==> config.mk <==
export PLATFORM = sky130hd
export DESIGN_NAME = rtcio_irq_square_wave_pin
export DESIGN_NICKNAME = d
export VERILOG_FILES = /design/src/rtcio_pkg.sv /design/src/rtcio_prescaler.sv /design/src/rtcio_irq_square_wave_pin.sv
export SDC_FILE = /design/constraint.sdc
export NUM_CORES = 1
export LEC_CHECK = 0
export ABC_AREA = 1
export BUFFER_PORTS_ARGS = -buffer_cell sky130_fd_sc_hd__buf_2
export CORE_ASPECT_RATIO = 0.9
export CORE_UTILIZATION = 55
export CTS_CLUSTER_DIAMETER = 100
export CTS_CLUSTER_SIZE = 14
export DETAILED_ROUTE_END_ITERATION = 10
export GPL_TIMING_DRIVEN = 0
export PLACE_DENSITY_LB_ADDON = 0.1
export SLEW_MARGIN = 20
export SYNTH_ARGS = -nofsm -noshare
export SYNTH_HDL_FRONTEND = slang
export SYNTH_SLANG_ARGS = --single-unit
==> constraint.sdc <==
create_clock -name clk_sys_in -period 1.9 [get_ports clk_sys_in]
set_input_delay 0.095 -clock clk_sys_in [delete_from_list [all_inputs] [get_ports clk_sys_in]]
set_output_delay 0.095 -clock clk_sys_in [all_outputs]
set_load 0.005 [all_outputs]
==> src/rtcio_pkg.sv <==
// constants shared by the interrupt, square-wave and prescaler logic
package rtcio_pkg;

  // system clock and crystal rates
  localparam int CLK_HZ  = 125_000_000;
  localparam int XTAL_HZ = 32768;

  // prescaler layout: F0 is bit 0, the top stage is bit 14
  localparam int PRESC_W   = 15;
  localparam int STOP_LO   = 2;  // lowest stage held by stop
  localparam int EXT_LO    = 9;  // stage fed by the pin in test mode
  localparam int HZ64_BIT  = 8;  // stage that runs at 64 Hz
  localparam int TOP_BIT   = 14; // stage whose rise advances the time
  localparam int SW_16K_BIT = 0;
  localparam int SW_8K_BIT  = 1;
  localparam int SW_4K_BIT  = 2;
  localparam int SW_2K_BIT  = 3;
  localparam int SW_1K_BIT  = 4;

  // square-wave rate selections
  localparam logic [2:0] SW_SEL_32K   = 3'h0;
  localparam logic [2:0] SW_SEL_16K   = 3'h1;
  localparam logic [2:0] SW_SEL_8K    = 3'h2;
  localparam logic [2:0] SW_SEL_4K    = 3'h3;
  localparam logic [2:0] SW_SEL_2K    = 3'h4;
  localparam logic [2:0] SW_SEL_1K    = 3'h5;
  localparam logic [2:0] SW_SEL_1HZ   = 3'h6;
  localparam logic [2:0] SW_SEL_OFF   = 3'h7;
  localparam logic [2:0] SW_SEL_RESET = 3'h0;

  // countdown source clock selections
  localparam logic [1:0] CD_SRC_4096 = 2'h0;
  localparam logic [1:0] CD_SRC_64   = 2'h1;
  localparam logic [1:0] CD_SRC_1    = 2'h2;
  localparam logic [1:0] CD_SRC_1_60 = 2'h3;

  // pulse widths as the denominator of one second
  localparam int TICK_PULSE_HZ = 64;
  localparam int CD_4K_ONE_HZ  = 8192;
  localparam int CD_4K_HZ      = 4096;
  localparam int CD_64_ONE_HZ  = 128;
  localparam int CD_SLOW_HZ    = 64;

  // pulse widths in crystal periods
  localparam int PW_W = 10;
  localparam logic [PW_W-1:0] CD_4K_ONE_LEN = PW_W'(XTAL_HZ / CD_4K_ONE_HZ);
  localparam logic [PW_W-1:0] CD_4K_LEN     = PW_W'(XTAL_HZ / CD_4K_HZ);
  localparam logic [PW_W-1:0] CD_64_ONE_LEN = PW_W'(XTAL_HZ / CD_64_ONE_HZ);
  localparam logic [PW_W-1:0] CD_SLOW_LEN   = PW_W'(XTAL_HZ / CD_SLOW_HZ);

  // synchroniser channel count and channel numbers
  localparam int SYNC_N    = 2;
  localparam int SYNC_XTAL = 0;
  localparam int SYNC_PIN  = 1;

endpackage : rtcio_pkg

==> src/rtcio_prescaler.sv <==
// fifteen-stage prescaler with stop hold and external test feed
`timescale 1ns/1ps
module rtcio_prescaler
  import rtcio_pkg::*;
(
  input  wire logic               clk_sys_in,
  input  wire logic               arst_n_in,
  input  wire logic               xtal_tick_in,
  input  wire logic               ext_edge_in,
  input  wire logic               test_in,
  input  wire logic               stop_in,
  output logic [rtcio_pkg::PRESC_W-1:0] stage_out,
  output logic                    sec_tick_out,
  output logic                    hz64_tick_out
);
  import rtcio_pkg::*;

  logic [PRESC_W-1:0] next_stage;

  // advance from the crystal, or the upper stages from the pin in test
  always_comb begin
    next_stage = stage_out;
    if (test_in) begin
      if (ext_edge_in) begin
        next_stage[TOP_BIT:EXT_LO] = (TOP_BIT-EXT_LO+1)'(
          stage_out[TOP_BIT:EXT_LO] + 1'b1); // [RULE15]
      end
    end else if (xtal_tick_in) begin
      next_stage = PRESC_W'(stage_out + 1'b1); // [RULE22] [RULE24]
    end
    if (stop_in) begin
      next_stage[TOP_BIT:STOP_LO] = '0; // [RULE16] [RULE18]
    end
  end

  // prescaler stages
  always_ff @(posedge clk_sys_in or negedge arst_n_in) begin
    if (!arst_n_in) begin
      stage_out <= '0;
    end else begin
      stage_out <= next_stage;
    end
  end

  // one-second tick on the rise of the top stage
  always_ff @(posedge clk_sys_in or negedge arst_n_in) begin
    if (!arst_n_in) begin
      sec_tick_out <= 1'b0;
    end else begin
      sec_tick_out <= next_stage[TOP_BIT] & ~stage_out[TOP_BIT]; // [RULE22] [RULE17]
    end
  end

  // internal 64 hz timing tick, from the pin while in test mode;
  // the fall of the stage lines up with the second step, so a tick pulse lasts a full period
  always_ff @(posedge clk_sys_in or negedge arst_n_in) begin
    if (!arst_n_in) begin
      hz64_tick_out <= 1'b0;
    end else if (test_in) begin
      hz64_tick_out <= ext_edge_in & ~stop_in;
    end else begin
      hz64_tick_out <= ~next_stage[HZ64_BIT] & stage_out[HZ64_BIT]; // [RULE3]
    end
  end

endmodule : rtcio_prescaler

==> src/rtcio_irq_square_wave_pin.sv <==
// interrupt merge, square-wave output and stop/test timebase control
//
// Overview of operation
// [RULE1] irq pin is active low, a wired or of tick, countdown and alarm.
// [RULE2] pulse mode select picks pulse or flag level for timer interrupts.
// [RULE3] tick interrupt pulse lasts one period of the 64 hz clock.
// [RULE4] clearing the tick flag ends a running tick pulse early.
// [RULE5] in level mode both tick enables low remove the tick request.
// [RULE6] countdown requests reach the pin only while its enable is set.
// [RULE7] countdown pulse width follows source clock and a reload of one.
// [RULE8] clearing the countdown flag ends a running countdown pulse.
// [RULE9] in level mode a low countdown enable removes that request.
// [RULE10] alarm drives the pin as a level of its flag when enabled.
// [RULE11] a three-bit select picks the square-wave rate or constant low.
// [RULE12] square-wave pin is open drain, on at crystal rate, floats off.
// [RULE13] all rates below the crystal rate have equal high and low time.
// [RULE14] stop forces low for 4096 hz and below, upper rates run on.
// [RULE15] test mode makes the pin an input; 64 edges make one second.
// [RULE16] stop holds stages two to fourteen reset, freezing the time.
// [RULE17] after stop in test mode, 32 edges then every 64 edges.
// [RULE18] the two lowest stages ignore stop, first step near half a second.
// [RULE19] host sets then clears stop before loading time in test mode.
// [RULE20] flag writes are anded: a one keeps a flag, a zero clears it.
// [RULE21] tick flag sets on second steps, or minutes with only minute enable.
// [RULE22] time advances on each rise of the top prescaler stage.
// [RULE23] irq pin is released only when no enabled source requests.
// [RULE24] leaving test mode restores the output and the crystal timebase.
`timescale 1ns/1ps
module rtcio_irq_square_wave_pin
  import rtcio_pkg::*;
(
  input  wire logic        clk_sys_in,
  input  wire logic        arst_n_in,
  // crystal and pin
  input  wire logic        xtal_in,
  input  wire logic        square_wave_pin_in,
  // control bits
  input  wire logic        pulse_mode_sel_in,
  input  wire logic        slow_tick_irq_en_in,
  input  wire logic        fast_tick_irq_en_in,
  input  wire logic        countdown_irq_en_in,
  input  wire logic        alarm_irq_en_in,
  input  wire logic [2:0]  square_wave_rate_sel_in,
  input  wire logic        square_wave_en_in,
  input  wire logic        external_clock_test_in,
  input  wire logic        stop_in,
  // events from the counters
  input  wire logic        minute_inc_in,
  input  wire logic        countdown_event_in,
  input  wire logic [1:0]  countdown_src_sel_in,
  input  wire logic        countdown_reload_one_in,
  input  wire logic        alarm_event_in,
  // flag write
  input  wire logic        flag_wr_in,
  input  wire logic        flag_wr_tick_in,
  input  wire logic        flag_wr_countdown_in,
  input  wire logic        flag_wr_alarm_in,
  // outputs
  output logic             irq_n_out,
  output logic             square_wave_pin_out,
  output logic             square_wave_pin_oe_out,
  output logic             sec_tick_out,
  output logic             hz64_tick_out,
  output logic             tick_flag_out,
  output logic             countdown_flag_out,
  output logic             alarm_flag_out,
  output logic [rtcio_pkg::PRESC_W-1:0] prescaler_out
);
  import rtcio_pkg::*;

  logic [SYNC_N-1:0] sync_ff1;
  logic [SYNC_N-1:0] sync_ff2;
  logic [SYNC_N-1:0] sync_ff3;
  logic [SYNC_N-1:0] sync_raw;
  logic              xtal_tick;
  logic              ext_edge;
  logic              tick_evt;
  logic              tick_clr;
  logic              cd_clr;
  logic              al_clr;
  logic              tick_pulse;
  logic [PW_W-1:0]   cd_cnt;
  logic [PW_W-1:0]   cd_len;
  logic              tick_req;
  logic              cd_req;
  logic              al_req;
  logic              next_sw_level;

  assign sync_raw[SYNC_XTAL] = xtal_in;
  assign sync_raw[SYNC_PIN]  = square_wave_pin_in;

  // two-stage synchronisers plus an edge register per input
  genvar gi;
  generate
    for (gi = 0; gi < SYNC_N; gi++) begin : g_sync
      always_ff @(posedge clk_sys_in or negedge arst_n_in) begin
        if (!arst_n_in) begin
          sync_ff1[gi] <= 1'b0;
          sync_ff2[gi] <= 1'b0;
          sync_ff3[gi] <= 1'b0;
        end else begin
          sync_ff1[gi] <= sync_raw[gi];
          sync_ff2[gi] <= sync_ff1[gi];
          sync_ff3[gi] <= sync_ff2[gi];
        end
      end
    end
  endgenerate

  // rising edges of the crystal and of the test input
  assign xtal_tick = sync_ff2[SYNC_XTAL] & ~sync_ff3[SYNC_XTAL];
  assign ext_edge  = sync_ff2[SYNC_PIN] & ~sync_ff3[SYNC_PIN]
                   & external_clock_test_in; // [RULE15]

  // prescaler; the host is expected to pulse stop after entering test
  rtcio_prescaler u_presc (
    .clk_sys_in    (clk_sys_in),
    .arst_n_in     (arst_n_in),
    .xtal_tick_in  (xtal_tick),
    .ext_edge_in   (ext_edge),
    .test_in       (external_clock_test_in), // [RULE19] [RULE24]
    .stop_in       (stop_in),
    .stage_out     (prescaler_out),
    .sec_tick_out  (sec_tick_out),
    .hz64_tick_out (hz64_tick_out)
  );

  // tick event: seconds when the fast enable is on, else minutes
  assign tick_evt = (fast_tick_irq_en_in & sec_tick_out)
                  | (slow_tick_irq_en_in & ~fast_tick_irq_en_in
                     & minute_inc_in); // [RULE21]

  // anded flag writes: a zero in a bit clears that flag
  assign tick_clr = flag_wr_in & ~flag_wr_tick_in; // [RULE20]
  assign cd_clr   = flag_wr_in & ~flag_wr_countdown_in; // [RULE20]
  assign al_clr   = flag_wr_in & ~flag_wr_alarm_in; // [RULE20]

  // tick flag, a new event wins over a clear in the same cycle
  always_ff @(posedge clk_sys_in or negedge arst_n_in) begin
    if (!arst_n_in) begin
      tick_flag_out <= 1'b0;
    end else if (tick_evt) begin
      tick_flag_out <= 1'b1; // [RULE21]
    end else if (tick_clr) begin
      tick_flag_out <= 1'b0; // [RULE20]
    end
  end

  // countdown flag
  always_ff @(posedge clk_sys_in or negedge arst_n_in) begin
    if (!arst_n_in) begin
      countdown_flag_out <= 1'b0;
    end else if (countdown_event_in) begin
      countdown_flag_out <= 1'b1;
    end else if (cd_clr) begin
      countdown_flag_out <= 1'b0; // [RULE20]
    end
  end

  // alarm flag
  always_ff @(posedge clk_sys_in or negedge arst_n_in) begin
    if (!arst_n_in) begin
      alarm_flag_out <= 1'b0;
    end else if (alarm_event_in) begin
      alarm_flag_out <= 1'b1;
    end else if (al_clr) begin
      alarm_flag_out <= 1'b0; // [RULE20]
    end
  end

  // tick pulse: starts on the event, ends at the next 64 hz tick
  always_ff @(posedge clk_sys_in or negedge arst_n_in) begin
    if (!arst_n_in) begin
      tick_pulse <= 1'b0;
    end else if (!pulse_mode_sel_in) begin
      tick_pulse <= 1'b0;
    end else if (tick_evt) begin
      tick_pulse <= 1'b1; // [RULE3]
    end else if (tick_clr) begin
      tick_pulse <= 1'b0; // [RULE4]
    end else if (hz64_tick_out) begin
      tick_pulse <= 1'b0; // [RULE3]
    end
  end

  // countdown pulse width from source clock and reload value
  always_comb begin
    cd_len = CD_SLOW_LEN;
    case (countdown_src_sel_in)
      CD_SRC_4096: begin
        cd_len = countdown_reload_one_in ? CD_4K_ONE_LEN : CD_4K_LEN; // [RULE7]
      end
      CD_SRC_64: begin
        cd_len = countdown_reload_one_in ? CD_64_ONE_LEN : CD_SLOW_LEN; // [RULE7]
      end
      default: begin
        cd_len = CD_SLOW_LEN; // [RULE7]
      end
    endcase
  end

  // countdown pulse counter in crystal periods
  always_ff @(posedge clk_sys_in or negedge arst_n_in) begin
    if (!arst_n_in) begin
      cd_cnt <= '0;
    end else if (!pulse_mode_sel_in) begin
      cd_cnt <= '0;
    end else if (countdown_event_in) begin
      cd_cnt <= cd_len; // [RULE7]
    end else if (cd_clr) begin
      cd_cnt <= '0; // [RULE8]
    end else if (xtal_tick && cd_cnt != '0) begin
      cd_cnt <= PW_W'(cd_cnt - 1'b1);
    end
  end

  // requests of the three groups
  assign tick_req = pulse_mode_sel_in ? tick_pulse // [RULE2]
                  : tick_flag_out & (slow_tick_irq_en_in
                                     | fast_tick_irq_en_in); // [RULE5]
  assign cd_req   = countdown_irq_en_in // [RULE6] [RULE9]
                  & (pulse_mode_sel_in ? (cd_cnt != '0)
                                       : countdown_flag_out); // [RULE2]
  assign al_req   = alarm_irq_en_in & alarm_flag_out; // [RULE10]

  // active-low interrupt pin, wired or of the groups
  always_ff @(posedge clk_sys_in or negedge arst_n_in) begin
    if (!arst_n_in) begin
      irq_n_out <= 1'b1;
    end else begin
      irq_n_out <= ~(tick_req | cd_req | al_req); // [RULE1] [RULE23]
    end
  end

  // square-wave level; lower rates come from toggling stages
  always_comb begin
    next_sw_level = 1'b0;
    case (square_wave_rate_sel_in)
      SW_SEL_32K: begin
        next_sw_level = sync_ff2[SYNC_XTAL]; // [RULE11] [RULE13]
      end
      SW_SEL_16K: begin
        next_sw_level = prescaler_out[SW_16K_BIT]; // [RULE14]
      end
      SW_SEL_8K: begin
        next_sw_level = prescaler_out[SW_8K_BIT]; // [RULE14]
      end
      SW_SEL_4K: begin
        next_sw_level = prescaler_out[SW_4K_BIT]; // [RULE14]
      end
      SW_SEL_2K: begin
        next_sw_level = prescaler_out[SW_2K_BIT]; // [RULE13]
      end
      SW_SEL_1K: begin
        next_sw_level = prescaler_out[SW_1K_BIT]; // [RULE11]
      end
      SW_SEL_1HZ: begin
        next_sw_level = prescaler_out[TOP_BIT]; // [RULE11]
      end
      default: begin
        next_sw_level = 1'b0; // [RULE11]
      end
    endcase
  end

  // open-drain pin: only ever pulls low, floats when off or in test
  always_ff @(posedge clk_sys_in or negedge arst_n_in) begin
    if (!arst_n_in) begin
      square_wave_pin_out <= 1'b0;
    end else begin
      square_wave_pin_out <= 1'b0; // [RULE12]
    end
  end

  // pin driver enable
  always_ff @(posedge clk_sys_in or negedge arst_n_in) begin
    if (!arst_n_in) begin
      square_wave_pin_oe_out <= 1'b0;
    end else begin
      square_wave_pin_oe_out <= square_wave_en_in // [RULE12]
                              & ~external_clock_test_in // [RULE15] [RULE24]
                              & ~next_sw_level;
    end
  end

endmodule : rtcio_irq_square_wave_pin

Word level (Yosys, flattened, before mapping). Cells that the tools add are included.

Bitwise logic cells: 33. Mux-type cells: 26. Add/subtract/negate cells: 3. Equal/unequal tests: 11. Reduce and logical (&&, ||, !) cells: 12.

Operator list (count): $mux 10 (5); $pmux 10 s2 (1); $and 1x1->1 (17); $add 15x1->15 const B (1); $mux 15 (1); $mux 1 (13); $mux 13 (1); $mux 6 (2); $not 1->1 (12); $reduce_bool 10->1 (1); $sub 10x1->10 const B (1); $eq 3x3->1 const B (3); $mux 9 (1); $ne 4x1->1 const B (2); $reduce_bool 2->1 (4); $pmux 1 s7 (1); $add 6x1->6 const B (1); $eq 3x2->1 const B (2); $reduce_and 2->1 (3); $mux 4 (1); $or 1x1->1 (4); $eq 3x1->1 const B (1); $logic_not 3->1 (1); $ne 3x1->1 const B (1); 5 further kinds (5).

Logic and storage cells: 104. Output and inout port bits: 23. Flip-flop bits (word level): 39.

Depth between registers and ports, before layout. Gate-level depths: netlist of run 1.

Word-level depth: 9. Mapped depth: 10. Mapped depth without buffers: 10.

Modules after synthesis. Synthesis of run 1 repeated with hierarchy kept, for this count alone.

Cell total of the unflattened synthesis: 323. Area total of the unflattened synthesis: 2413.6 µm².

By module, submodules not included: rtcio_irq_square_wave_pin (times used 1, area an instance 1357.6 µm², cells each 183, sequential area each 551.8 µm²); rtcio_prescaler (times used 1, area an instance 1056.0 µm², cells each 140, sequential area each 425.4 µm²).

Worst setup path before layout of run 1. Ideal clock, no wire load.

Path type: register to register. Start: register cd_cnt[0]. End: register cd_cnt[0]. Setup slack: 405 ps. Library setup time: 118 ps. Stages on the path, launching flop included: 11. Data arrival time: 1376 ps. Cells stage by stage: dfrtp_1 inv_1 ha_1 nand3_2 nor2_4 nand2_4 nand2_8 nand2_4 buf_6 nand3_2 o21ai_2.

Word-level cells in the longest chain between the ends: 5.

Ends and longest elaborated chain: start, declared (RTL line rtcio_irq_square_wave_pin.sv:82) `logic [PW_W-1:0] cd_cnt;`; start signal, assigned (RTL line rtcio_irq_square_wave_pin.sv:209) `cd_cnt <= cd_len;`; start signal, assigned (RTL line rtcio_irq_square_wave_pin.sv:213) `cd_cnt <= PW_W'(cd_cnt - 1'b1);`; $sub 10x1->10 (RTL line rtcio_irq_square_wave_pin.sv:213); $mux 10 (RTL line rtcio_irq_square_wave_pin.sv:212) `end else if (xtal_tick && cd_cnt != '0) begin`; $mux 10 (RTL line rtcio_irq_square_wave_pin.sv:210) `end else if (cd_clr) begin`; $mux 10 (RTL line rtcio_irq_square_wave_pin.sv:208) `end else if (countdown_event_in) begin`; $mux 10 (RTL line rtcio_irq_square_wave_pin.sv:206) `end else if (!pulse_mode_sel_in) begin`.

Several ways; a longest one is shown, not always the timed one. The select of a mux whose other input is x is not followed. A chain may end at the register's enable or synchronous reset.

Final worst setup path of run 1.
Start: register cd_cnt[0]. End: register cd_cnt[5].

The elaborated chain is that of the path after synthesis.

==> out/metrics.yaml, run 1 <==
nets: 397
num_rows: 22
drtAntennaViolNets: 0
synth_edf_count: 0
synthXorXnorAreaFrac_pct: 1.84
cp.required_ns: 2.09
cts_root_buf: "clkbuf_8"
synthCells: 315
dp_slack_ns: 0.237
grt_pass1_wl_um: 8370
async_flop_share_pct: 100
drive_above_1_share_pct: 23.8
avgSynthCellArea_um2: 7.55
routabilityCongestion: 0.868
antenna_found_initial: 0
ioPinCount: 48
cp_max_fo: 10
synth_mux_area_share_pct: 0
die_y_um: 64.4
syn-cell-area_um2: 2380
n_antenna_cell: 0
vdd_drop_max_mv: 0.658
vias_per_cell: 5.20
fin_skew_ns: 0.00494
holdCritPathClass: "in -> reg"
htreeDepth: 2
drt_pass1_iterations: 8
rsz0062_at_grt: "false"
cts_setup_buffers: 0
arrival_ns: 1.85
setup_tns_ns: 0
first_iter_violations: 142
period_needed_ns: 1.67
yosys_warnings: 0
status: "complete, but fails checks"
synth_compound_gate_area_share_pct: 11.3
ys_seq_area_share_pct: 41.1
min_from: "alarm_irq_en_in"
worst_pin_slew_ns: 0.865
cp-start-kind: "flop"
grt_usage_pct: 23.6
clk_latency_ns: 0.29
area_delta_synth_final_pct: 18.2
hold_viol: 0
violations: "DRC"
die_w_um: 71.3
numClockSinks: 39
yosys_register_bits: 39
synthAdderAreaFrac_pct: 1.58
grt_max_degree: 40
cts_tree: "yes"
clockBufferDepth: 2
drc: 6
period_share_pct: 87.9
maxCapViolCount: 0
core-area_um2: 4100
path_clk_slew_ns: 0.07
synthSimpleGateAreaFrac_pct: 35.1
dp_hpwl_um: 3820
wl_per_cell_um: 12.3
max_slew_margin_pct: 42.3
start_util_pct: 58.0
criticalPathCategory: "reg -> reg"
r2r_start: "cd_cnt[0]"
synth.distinct_cells: 37
cp-startpoint: "cd_cnt[0]"
setup_violations: 0
synthFlopType: "dfrtp_1"
end_kind: "flop"
fmax_ghz: 0.599
p_per_area_nw_per_um2: 763
fill_cells: 373
grt_overflow: 0
dieArea_um2: 4590
portBuffers: 43
p_leak_nw: 1.44
vias: 2173
synth_top_family_by_area: "simple AND/OR/NAND/NOR gates"
cts_hold_buf: 4
grt_pass1_vias: 1852
numCtsBuffers: 5
slew_viol_final: 0
synth_nets: 343
wirelength_um: 5130
postCtsResizedCells: 0
worst_slack_ns: 0.230
## placed cells by master (no fill, tap or decap), types with 4 or more instances in the layout
cell / Yosys / final
dfrtp_1: 38 / 38
inv_2: 5 / 5
a21oi_1: 13 / 13
nand3_2: 7 / 7
xor2_1: 4 / 4
o21ai_1: 6 / 6
dlygate4sd3_1: 0 / 4
o21ai_0: 15 / 15
nand3_1: 29 / 29
nor2_1: 29 / 29
inv_1: 40 / 40
nand2_1: 76 / 76
nor3_1: 5 / 5
clkbuf_8: 0 / 6
buf_2: 1 / 44
o21ai_2: 4 / 4
nor2_2: 5 / 5
## worst paths after layout
path | slack (ns) | cells past startpoint | end
min reg2reg | 0.35 | 0 | sync_ff2[0]
max in group asynchronous | 0.91 | 2 | sync_ff2[1]
min | 0.03 | 3 | irq_n_out
max | 0.23 | 10 | cd_cnt[5]
max reg2reg | 0.23 | 10 | cd_cnt[5]
min in group asynchronous | 0.45 | 2 | u_presc.stage_out[7]
## area by class of cell
type                            instances  area [um2]  share of cell area (%)
Clock buffer                            6        82.6                    2.94
Clock inverter                          2        35.0                    1.25
Timing Repair Buffer                   47         255                    9.08
Multi-Input combinational cell        225        1190                    42.3
Sequential cell                        39         977                    34.8
Tap cell                               48        60.1                    2.14
Buffer                                  6        42.5                    1.51
Inverter                               45         169                    6.01
## power by group
group / leakage, nW / total (mW) / internal (mW) / switching [mW]
Sequential: 0.507 / 0.956 / 0.892 / 0.0643
Clock: 0.0612 / 0.716 / 0.425 / 0.291
Combinational: 0.876 / 0.472 / 0.186 / 0.286
## sequential cells by signal (all words and copies together) (netlist names), 2 cells and up
name	flops
sync_ff2	2
u_presc.stage_out	15
sync_ff3	2
cd_cnt	10
sync_ff1	2
## critical path: stages (launching register included)
cell	delay (ns)
dfrtp_1	0.39
inv_1	0.12
ha_1	0.23
nand3_2	0.15
nor2_4	0.16
nand2_4	0.09
nand2_8	0.10
nand2_4	0.05
buf_6	0.15
nand3_2	0.07
nand2_1	0.05
## logic make-up after synthesis
kind of cell               count (synthesis)
AOI/OAI and AO/OA                         47
xor gates and xnor gates                   5
adders and majority gates                  3
buffers and inverters                     51
DFF                                       39
other                                      1
and+or+nand+nor                          169
## through the flow
| step | instances | hold WS, ns | cell area, um2 | total power [mW] | util [%] |
|---|---|---|---|---|---|
| after floorplan | 315 | -0.201 | 2380 | 1.29 | - |
| after global placement | 406 | 0.203 | 2650 | 1.43 | 64.7 |
| after detailed placement | 406 | 0.207 | 2650 | 1.44 | 64.7 |
| after CTS | 418 | 0.0232 | 2810 | 2.17 | 68.5 |
| after global routing | 418 | 0.0253 | 2810 | 2.27 | 68.5 |
| final | 418 | 0.0307 | 2810 | 2.14 | 68.5 |
## per-layer routing
layer  vias up  global-route usage (%)  share of wire [%]
met5         -                       0                  0
met3         5                    4.73                5.4
met4         0                    7.25               0.92
met1       973                    36.6                 54
li1       1122                       -                  -
met2        73                    32.6                 40
## cell usage after synthesis, drive strengths merged, types with 2 or more instances
library cell / n / share of area [%]
nand2: 81 / 14
nand4: 3 / 0.79
nor4: 3 / 0.79
inv: 45 / 7.1
ha: 3 / 1.6
nor2: 38 / 8.2
nand3: 36 / 9.1
a31oi: 2 / 0.53
o211ai: 2 / 0.63
a21oi: 14 / 3.1
xor2: 4 / 1.5
nand3b: 2 / 0.63
o22ai: 2 / 0.53
nor3: 5 / 1.1
buf: 5 / 1.6
dfrtp: 38 / 40
o21ai: 25 / 5.9
(Power assumes the default switching activity.)
==> run 2, diff against run 1 <==
Settings changed: SLEW_MARGIN 20 to unset, SYNTH_HIERARCHICAL set to 1.
==> run 2 against run 1 <==
First-iteration DRC count increased by 4.2%. Utilization increased by 0.12 points. Combinational power decreased by 3%. Worst setup slack got worse by 0.020 ns. Wire length about the same. Register-to-register slack got worse by 0.02 ns. Sequential power increased by 0.4%. Design area increased by 0.85%. Clock-buffer cell count increased by 2. Non-clock buffer count decreased by 1. Maximum frequency decreased by 1.2%. Largest cell class unchanged. The run now ends clean. Sequential share of layout area decreased by 0.29 points. Critical endpoint is now cd_cnt[6]. Highest routed layer unchanged.
==> out/metrics.yaml, run 2 <==
status: "completed"  # was complete, but fails checks
max_slew_margin_pct: 43.4  # was 42.3%
largest-register: "u_presc/stage_out"  # was u_presc.stage_out
drive_above_1_share_pct: 25.3  # was 23.8%
vdd_drop_max_mv: 0.500  # was 0.658 mV
grt_pass1_wl_um: 8750  # was 8370 um
drtAntennaViolNets: 0  # unchanged
wl_met3_um: 256  # was 275 um
synth_area_leaders: "dfrtp_1 (39%), nand2_1 (13%), inv_1 (7.2%), nand3_1 (5.8%), nor2_1 (4.8%)"  # was dfrtp_1 (40%), nand2_1 (12%), inv_1 (6.3%), nand3_1 (6.1%), nor2_1 (4.6%)
swShare_pct: 31.2  # was 29.9%
grt_overflow: 0  # unchanged
htreeDepth: 2  # unchanged
setup_violations: 0  # unchanged
switchingPower_mw: 0.636  # was 0.641 mW
routabilityCongestion: 0.857  # was 0.868
grt_pass1_vias: 1931  # was 1852
largest_reg_flops: 15  # unchanged
clkPwrFrac_pct: 30.5  # was 33.4%
maxCapViolCount: 0  # unchanged
setup_tns_ns: 0  # unchanged
synth_nets: 352  # was 343
p_int_mw: 1.40  # was 1.50 mW
async_flop_share_pct: 100  # unchanged
first_iter_violations: 148  # was 142
layout_common_cells: "nand2_1 (82), buf_2 (47), inv_1 (46)"  # was nand2_1 (76), buf_2 (44), inv_1 (40)
path_clk_slew_ns: 0.07  # about the same
vias: 2222  # was 2173
numClockSinks: 39  # unchanged
rsz0062_at_grt: "false"  # unchanged
yosys_register_bits: 39  # unchanged
start_util_pct: 58.5  # was 58.0%
seqPwrFrac_pct: 47.2  # was 44.6%
criticalPathCategory: "reg -> reg"  # unchanged
grt_max_degree: 40  # unchanged
syn-cell-area_um2: 2410  # was 2380 um2
cp-start-kind: "flop"  # unchanged
p_per_area_nw_per_um2: 718  # was 763 nW/um2
wirelength_um: 5130  # about the same
ys_seq_area_share_pct: 40.5  # was 41.1%
cp_max_fo: 8  # was 10
p_leak_nw: 1.50  # was 1.44 nW
topRoutingLayerUsed: "met4"  # unchanged
design_area_um2: 2830  # was 2810 um2
cts_setup_buffers: 0  # unchanged
mostFrequentLayoutCell: "nand2_1"  # unchanged
fin_skew_ns: 0.0100  # was 0.00494 ns
numCtsBuffers: 5  # unchanged
core-area_um2: 4130  # was 4100 um2
worst_pin_slew_ns: 0.849  # was 0.865 ns
die_y_um: 64.8  # was 64.4 um
die_w_um: 71.8  # was 71.3 um
power_mw: 2.04  # was 2.14 mW
yosysMostFrequentCell: "nand2_1"  # unchanged
postCtsResizedCells: 0  # unchanged
drt_pass1_iterations: 4  # was 8
dieArea_um2: 4660  # was 4590 um2
vias_per_cell: 5.20  # about the same
fmax_ghz: 0.592  # was 0.599 GHz
met2_length_um: 2100  # was 2050 um
reg.largest.list: "u_presc/stage_out (15), cd_cnt (10)"  # was u_presc.stage_out (15), cd_cnt (10)
hold_viol: 0  # unchanged
synthCells: 323  # was 315
grt_usage_pct: 24.5  # was 23.6%
synthTopCellsByCount: "nand2_1 (82), inv_1 (46), dfrtp_1 (38)"  # was nand2_1 (76), inv_1 (40), dfrtp_1 (38)
period_needed_ns: 1.69  # was 1.67 ns
clk_latency_ns: 0.30  # was 0.29 ns
cp.required_ns: 2.08  # was 2.09 ns
yosys_warnings: 6  # was 0
period_share_pct: 88.9  # was 87.9%
clockBufferDepth: 2  # unchanged
synthFlopType: "dfrtp_1"  # unchanged
antenna_found_initial: 0  # unchanged
portBuffers: 44  # was 43
synth_top_area_share_pct: 39.4  # was 40.0%
nets: 407  # was 397
dp_hpwl_um: 3880  # was 3820 um
holdCritPathClass: "in -> reg"  # unchanged
cts_root_buf: "clkbuf_8"  # unchanged
wl_per_cell_um: 12.0  # was 12.3 um
pwr-share-comb_pct: 22.4  # was 22.0%
dpl-instance-area_um2: 2690  # was 2650 um2
wl_met1_um: 2700  # was 2750 um
n_antenna_cell: 0  # unchanged
area_delta_synth_final_pct: 17.4  # was 18.2%
num_rows: 22  # unchanged
cts_hold_buf: 4  # unchanged
fill_cells: 367  # was 373
slew_viol_final: 0  # unchanged
end_kind: "flop"  # unchanged
avgSynthCellArea_um2: 7.47  # was 7.55 um2
cts_tree: "yes"  # unchanged
ioPinCount: 48  # unchanged
synth.distinct_cells: 34  # was 37
synth_edf_count: 0  # unchanged
synth_top_area_cell: "dfrtp_1"  # unchanged
arrival_ns: 1.87  # was 1.85 ns
drc: 0  # was 6
-- run 2: cell types whose count changed in the layout (fill, tap and decap cells not counted), sizes merged, moves of 3 or more --
cell	change
xor2	-3
nor2	+9
o21ai	-11
inv	+4
nand2	+10
nand4	+4
a21oi	+3
nand3	-4
nor4	-3
-- run 2: layer usage --
layer / vias to the layer above / global-route usage (%)
met5: - / 0
met4: 0 / 9.56
met3: 5 / 4.35
met2: 65 / 34.6
met1: 1021 / 37.2
li1: 1131 / -
-- run 2: kinds of logic after synthesis --
kind of cell | synth area share, %
buffers and inverters | 8.66
flip-flops | 40.5
AO/OA/AOI/OAI | 8.66
AND/OR/NAND/NOR | 38.5
other | 0.155
XOR/XNOR | 1.45
adder cells (fa/ha/maj) | 2.07
-- run 2: power groups by stage --
stage | combinational (mW) | sequential [mW] | clock (mW)
after global routing | 0.520 | 0.972 | 0.671
after global placement | 0.437 | 0.973 | 0
after CTS | 0.459 | 0.960 | 0.641
final | 0.456 | 0.960 | 0.620
after detailed placement | 0.452 | 0.976 | 0
after floorplan | 0.311 | 0.964 | 0
-- run 2: final timing paths --
kind                                 startpoint              endpoint  slack (ns)  depth (start not counted)
worst max-delay path                  cd_cnt[0]             cd_cnt[6]        0.21                          9
worst min-delay path            alarm_irq_en_in             irq_n_out        0.03                          3
worst max register to register        cd_cnt[0]             cd_cnt[6]        0.21                          9
worst min register to register      sync_ff1[0]           sync_ff2[0]        0.35                          0
max in group asynchronous             arst_n_in  u_presc/stage_out[6]        0.91                          2
min in group asynchronous             arst_n_in  u_presc/sec_tick_out        0.45                          2
-- run 2: area by class of cell --
| type | count | area (um2) | area share (%) |
|---|---|---|---|
| timing repair buffer | 48 | 260 | 9.18 |
| sequential | 39 | 977 | 34.5 |
| inverter | 49 | 186 | 6.58 |
| tap | 48 | 60.1 | 2.12 |
| multi-input combinational | 231 | 1230 | 43.3 |
| buffer | 4 | 22.5 | 0.795 |
| clock buffer | 8 | 100 | 3.53 |
-- run 2: worst max-delay path, cell delays in order, from the launching register on --
cell     delay [ns]
dfrtp_1        0.36
inv_1          0.17
ha_1           0.31
nand2_1        0.14
nor2_2         0.13
nand2_2        0.09
nand2_4        0.09
nand2_4        0.10
nand3_1        0.12
nand2_1        0.06
-- run 2: stage by stage --
stage	util [%]	setup WS, ns	instances	hold WS, ns
6_report	68.6	0.210	427	0.0331
5_1_grt	68.6	0.0530	427	0.0475
3_5_place_dp	65.2	0.239	415	0.205
2_1_floorplan	-	0.467	323	-0.201
4_1_cts	68.6	0.211	427	0.0218
3_3_place_gp	65.2	0.260	415	0.204
==> run 3, diff against run 2 <==
Settings changed: CORE_UTILIZATION 55 to 50, SETUP_SLACK_MARGIN set to 0.2.
==> run 3 against run 2 <==
Clock power up 8.4%. First-iteration DRC count up 36%. Sequential power about the same. Wire length down 0.60%. Utilization down 5.8 points. Largest power group unchanged.
==> out/metrics.yaml, run 3 (synthesis results as in run 2) <==
die_w_um: 75.2  # was 71.8 um
path_clk_slew_ns: 0.07  # about the same
clockBufferDepth: 2  # unchanged
largest-register: "u_presc/stage_out"  # unchanged
grt_overflow: 0  # unchanged
cp-start-kind: "flop"  # unchanged
vdd_drop_max_mv: 0.492  # was 0.500 mV
drtAntennaViolNets: 0  # unchanged
r2r_setup_slack_ns: 0.35  # was 0.21 ns
mostFrequentLayoutCell: "nand2_1"  # unchanged
wirelength_um: 5100  # was 5130 um
cts_root_buf: "clkbuf_8"  # unchanged
crit_path_max_incr_delay_ns: 0.37  # was 0.36 ns
p_leak_nw: 1.50  # about the same
cts_tree: "yes"  # unchanged
fmax_ghz: 0.643  # was 0.592 GHz
drive_above_1_share_pct: 25.9  # was 25.3%
status: "completed"  # unchanged
ioPinCount: 48  # unchanged
clk_latency_ns: 0.29  # was 0.30 ns
die_y_um: 67.9  # was 64.8 um
end_kind: "flop"  # unchanged
met1_usage_pct: 32.4  # was 37.2%
wl_per_cell_um: 11.6  # was 12.0 um
slowest_stage: "dfrtp_1"  # unchanged
maxCapViolCount: 0  # unchanged
p_per_area_nw_per_um2: 731  # was 718 nW/um2
start_util_pct: 53.1  # was 58.5%
crit_chain: "inv_2 -> ha_2 -> nand2_1 -> nor2_2 -> nand2_2 -> nand2_4 -> nand2_4 -> nand3_1 -> nand2_1"  # was inv_1 -> ha_1 -> nand2_1 -> nor2_2 -> nand2_2 -> nand2_4 -> nand2_4 -> nand3_1 -> nand2_1
arrival_ns: 1.74  # was 1.87 ns
area_delta_synth_final_pct: 18.5  # was 17.4%
cts_setup_buffers: 0  # unchanged
grt_usage_pct: 21.6  # was 24.5%
design_area_um2: 2860  # was 2830 um2
setup_tns_ns: 0  # unchanged
numClockSinks: 39  # unchanged
hold_viol: 0  # unchanged
core-area_um2: 4550  # was 4130 um2
n_antenna_cell: 0  # unchanged
cp.required_ns: 2.08  # about the same
largest_reg_flops: 15  # unchanged
cp_max_fo: 8  # unchanged
routabilityCongestion: 0.926  # was 0.857
worst_pin_slew_ns: 0.841  # was 0.849 ns
numCtsBuffers: 5  # unchanged
drc: 0  # unchanged
nets: 407  # unchanged
met2_usage_pct: 31.1  # was 34.6%
period_share_pct: 81.8  # was 88.9%
met3_usage_pct: 3.98  # was 4.35%
slew_viol_final: 0  # unchanged
portBuffers: 44  # unchanged
fin_skew_ns: 0.00648  # was 0.0100 ns
max_slew_margin_pct: 43.9  # was 43.4%
grt_pass1_wl_um: 8250  # was 8750 um
vias: 2189  # was 2222
grt_pass1_vias: 1827  # was 1931
rsz0062_at_grt: "false"  # unchanged
grt-busiest-layer: "met1"  # unchanged
grt_max_degree: 40  # unchanged
criticalPathCategory: "reg -> reg"  # unchanged
holdCritPathClass: "in -> reg"  # unchanged
period_needed_ns: 1.55  # was 1.69 ns
dpl-instance-area_um2: 2710  # was 2690 um2
setup_violations: 0  # unchanged
layout_common_cells: "nand2_1 (82), buf_2 (47), inv_1 (45)"  # was nand2_1 (82), buf_2 (47), inv_1 (46)
htreeDepth: 2  # unchanged
reg.largest.list: "u_presc/stage_out (15), cd_cnt (10)"  # unchanged
dieArea_um2: 5110  # was 4660 um2
num_rows: 23  # was 22
first_iter_violations: 202  # was 148
power_mw: 2.09  # was 2.04 mW
dp_hpwl_um: 3800  # was 3880 um
antenna_found_initial: 0  # unchanged
drt_pass1_iterations: 5  # was 4
vias_per_cell: 4.98  # was 5.20
==> run 3: layout make-up <==
type                            count  area, um2
Inverter                           49        186
Sequential cell                    39        977
Multi-Input combinational cell    231       1230
Clock buffer                        6       72.6
Fill cell                         437       1690
Buffer                              4       22.5
Tap cell                           62       77.6
Clock inverter                      1       30.0
Timing Repair Buffer               48        260
==> run 3: repair_timing <==
| item | 4_1_cts | 5_1_grt |
|---|---|---|
| hold endpoints to repair | 41 | 0 |
| gates resized for setup | 0 | 3 |
| setup endpoints to repair | 0 | 8 |
| hold buffers | 4 | 0 |
==> run 3: power breakdown <==
group | switching (mW) | internal [mW] | total (mW) | leakage (nW)
combinational | 0.277 | 0.179 | 0.456 | 0.939
sequential | 0.0715 | 0.890 | 0.961 | 0.508
clock | 0.287 | 0.385 | 0.672 | 0.0513
==> run 3: worst paths after layout <==
check                           startpoint            endpoint  cells after the start
max                              cd_cnt[0]           cd_cnt[6]                      9
max in group asynchronous        arst_n_in           cd_cnt[5]                      2
min in group asynchronous        arst_n_in  countdown_flag_out                      2
min reg2reg                    sync_ff1[1]         sync_ff2[1]                      0
max reg2reg                      cd_cnt[0]           cd_cnt[6]                      9
min                        alarm_irq_en_in           irq_n_out                      3
==> run 3: routing by layer <==
| metal | up-vias | routed length (um) |
|---|---|---|
| li1 | 1130 | - |
| met1 | 983 | 2590 |
| met2 | 71 | 2120 |
| met3 | 5 | 333 |
| met4 | 0 | 53 |
| met5 | - | 0 |
==> run 3: stage by stage <==
stage	instances	utilization (%)	worst slack (ns)	hold slack, ns
after floorplan	323	-	0.467	-0.201
after global placement	429	59.6	0.269	0.202
after detailed placement	429	59.6	0.275	0.213
after CTS	440	62.8	0.252	0.0221
after global routing	440	62.9	0.243	0.0342
final	440	62.9	0.345	0.0357
==> run 3: critical path, delay by kind of cell (launching register included) <==
family        cells  cell delay, ns
simple gates      7            0.71
flops             1            0.37
fa+ha+maj         1            0.24
buf+inv           1            0.12
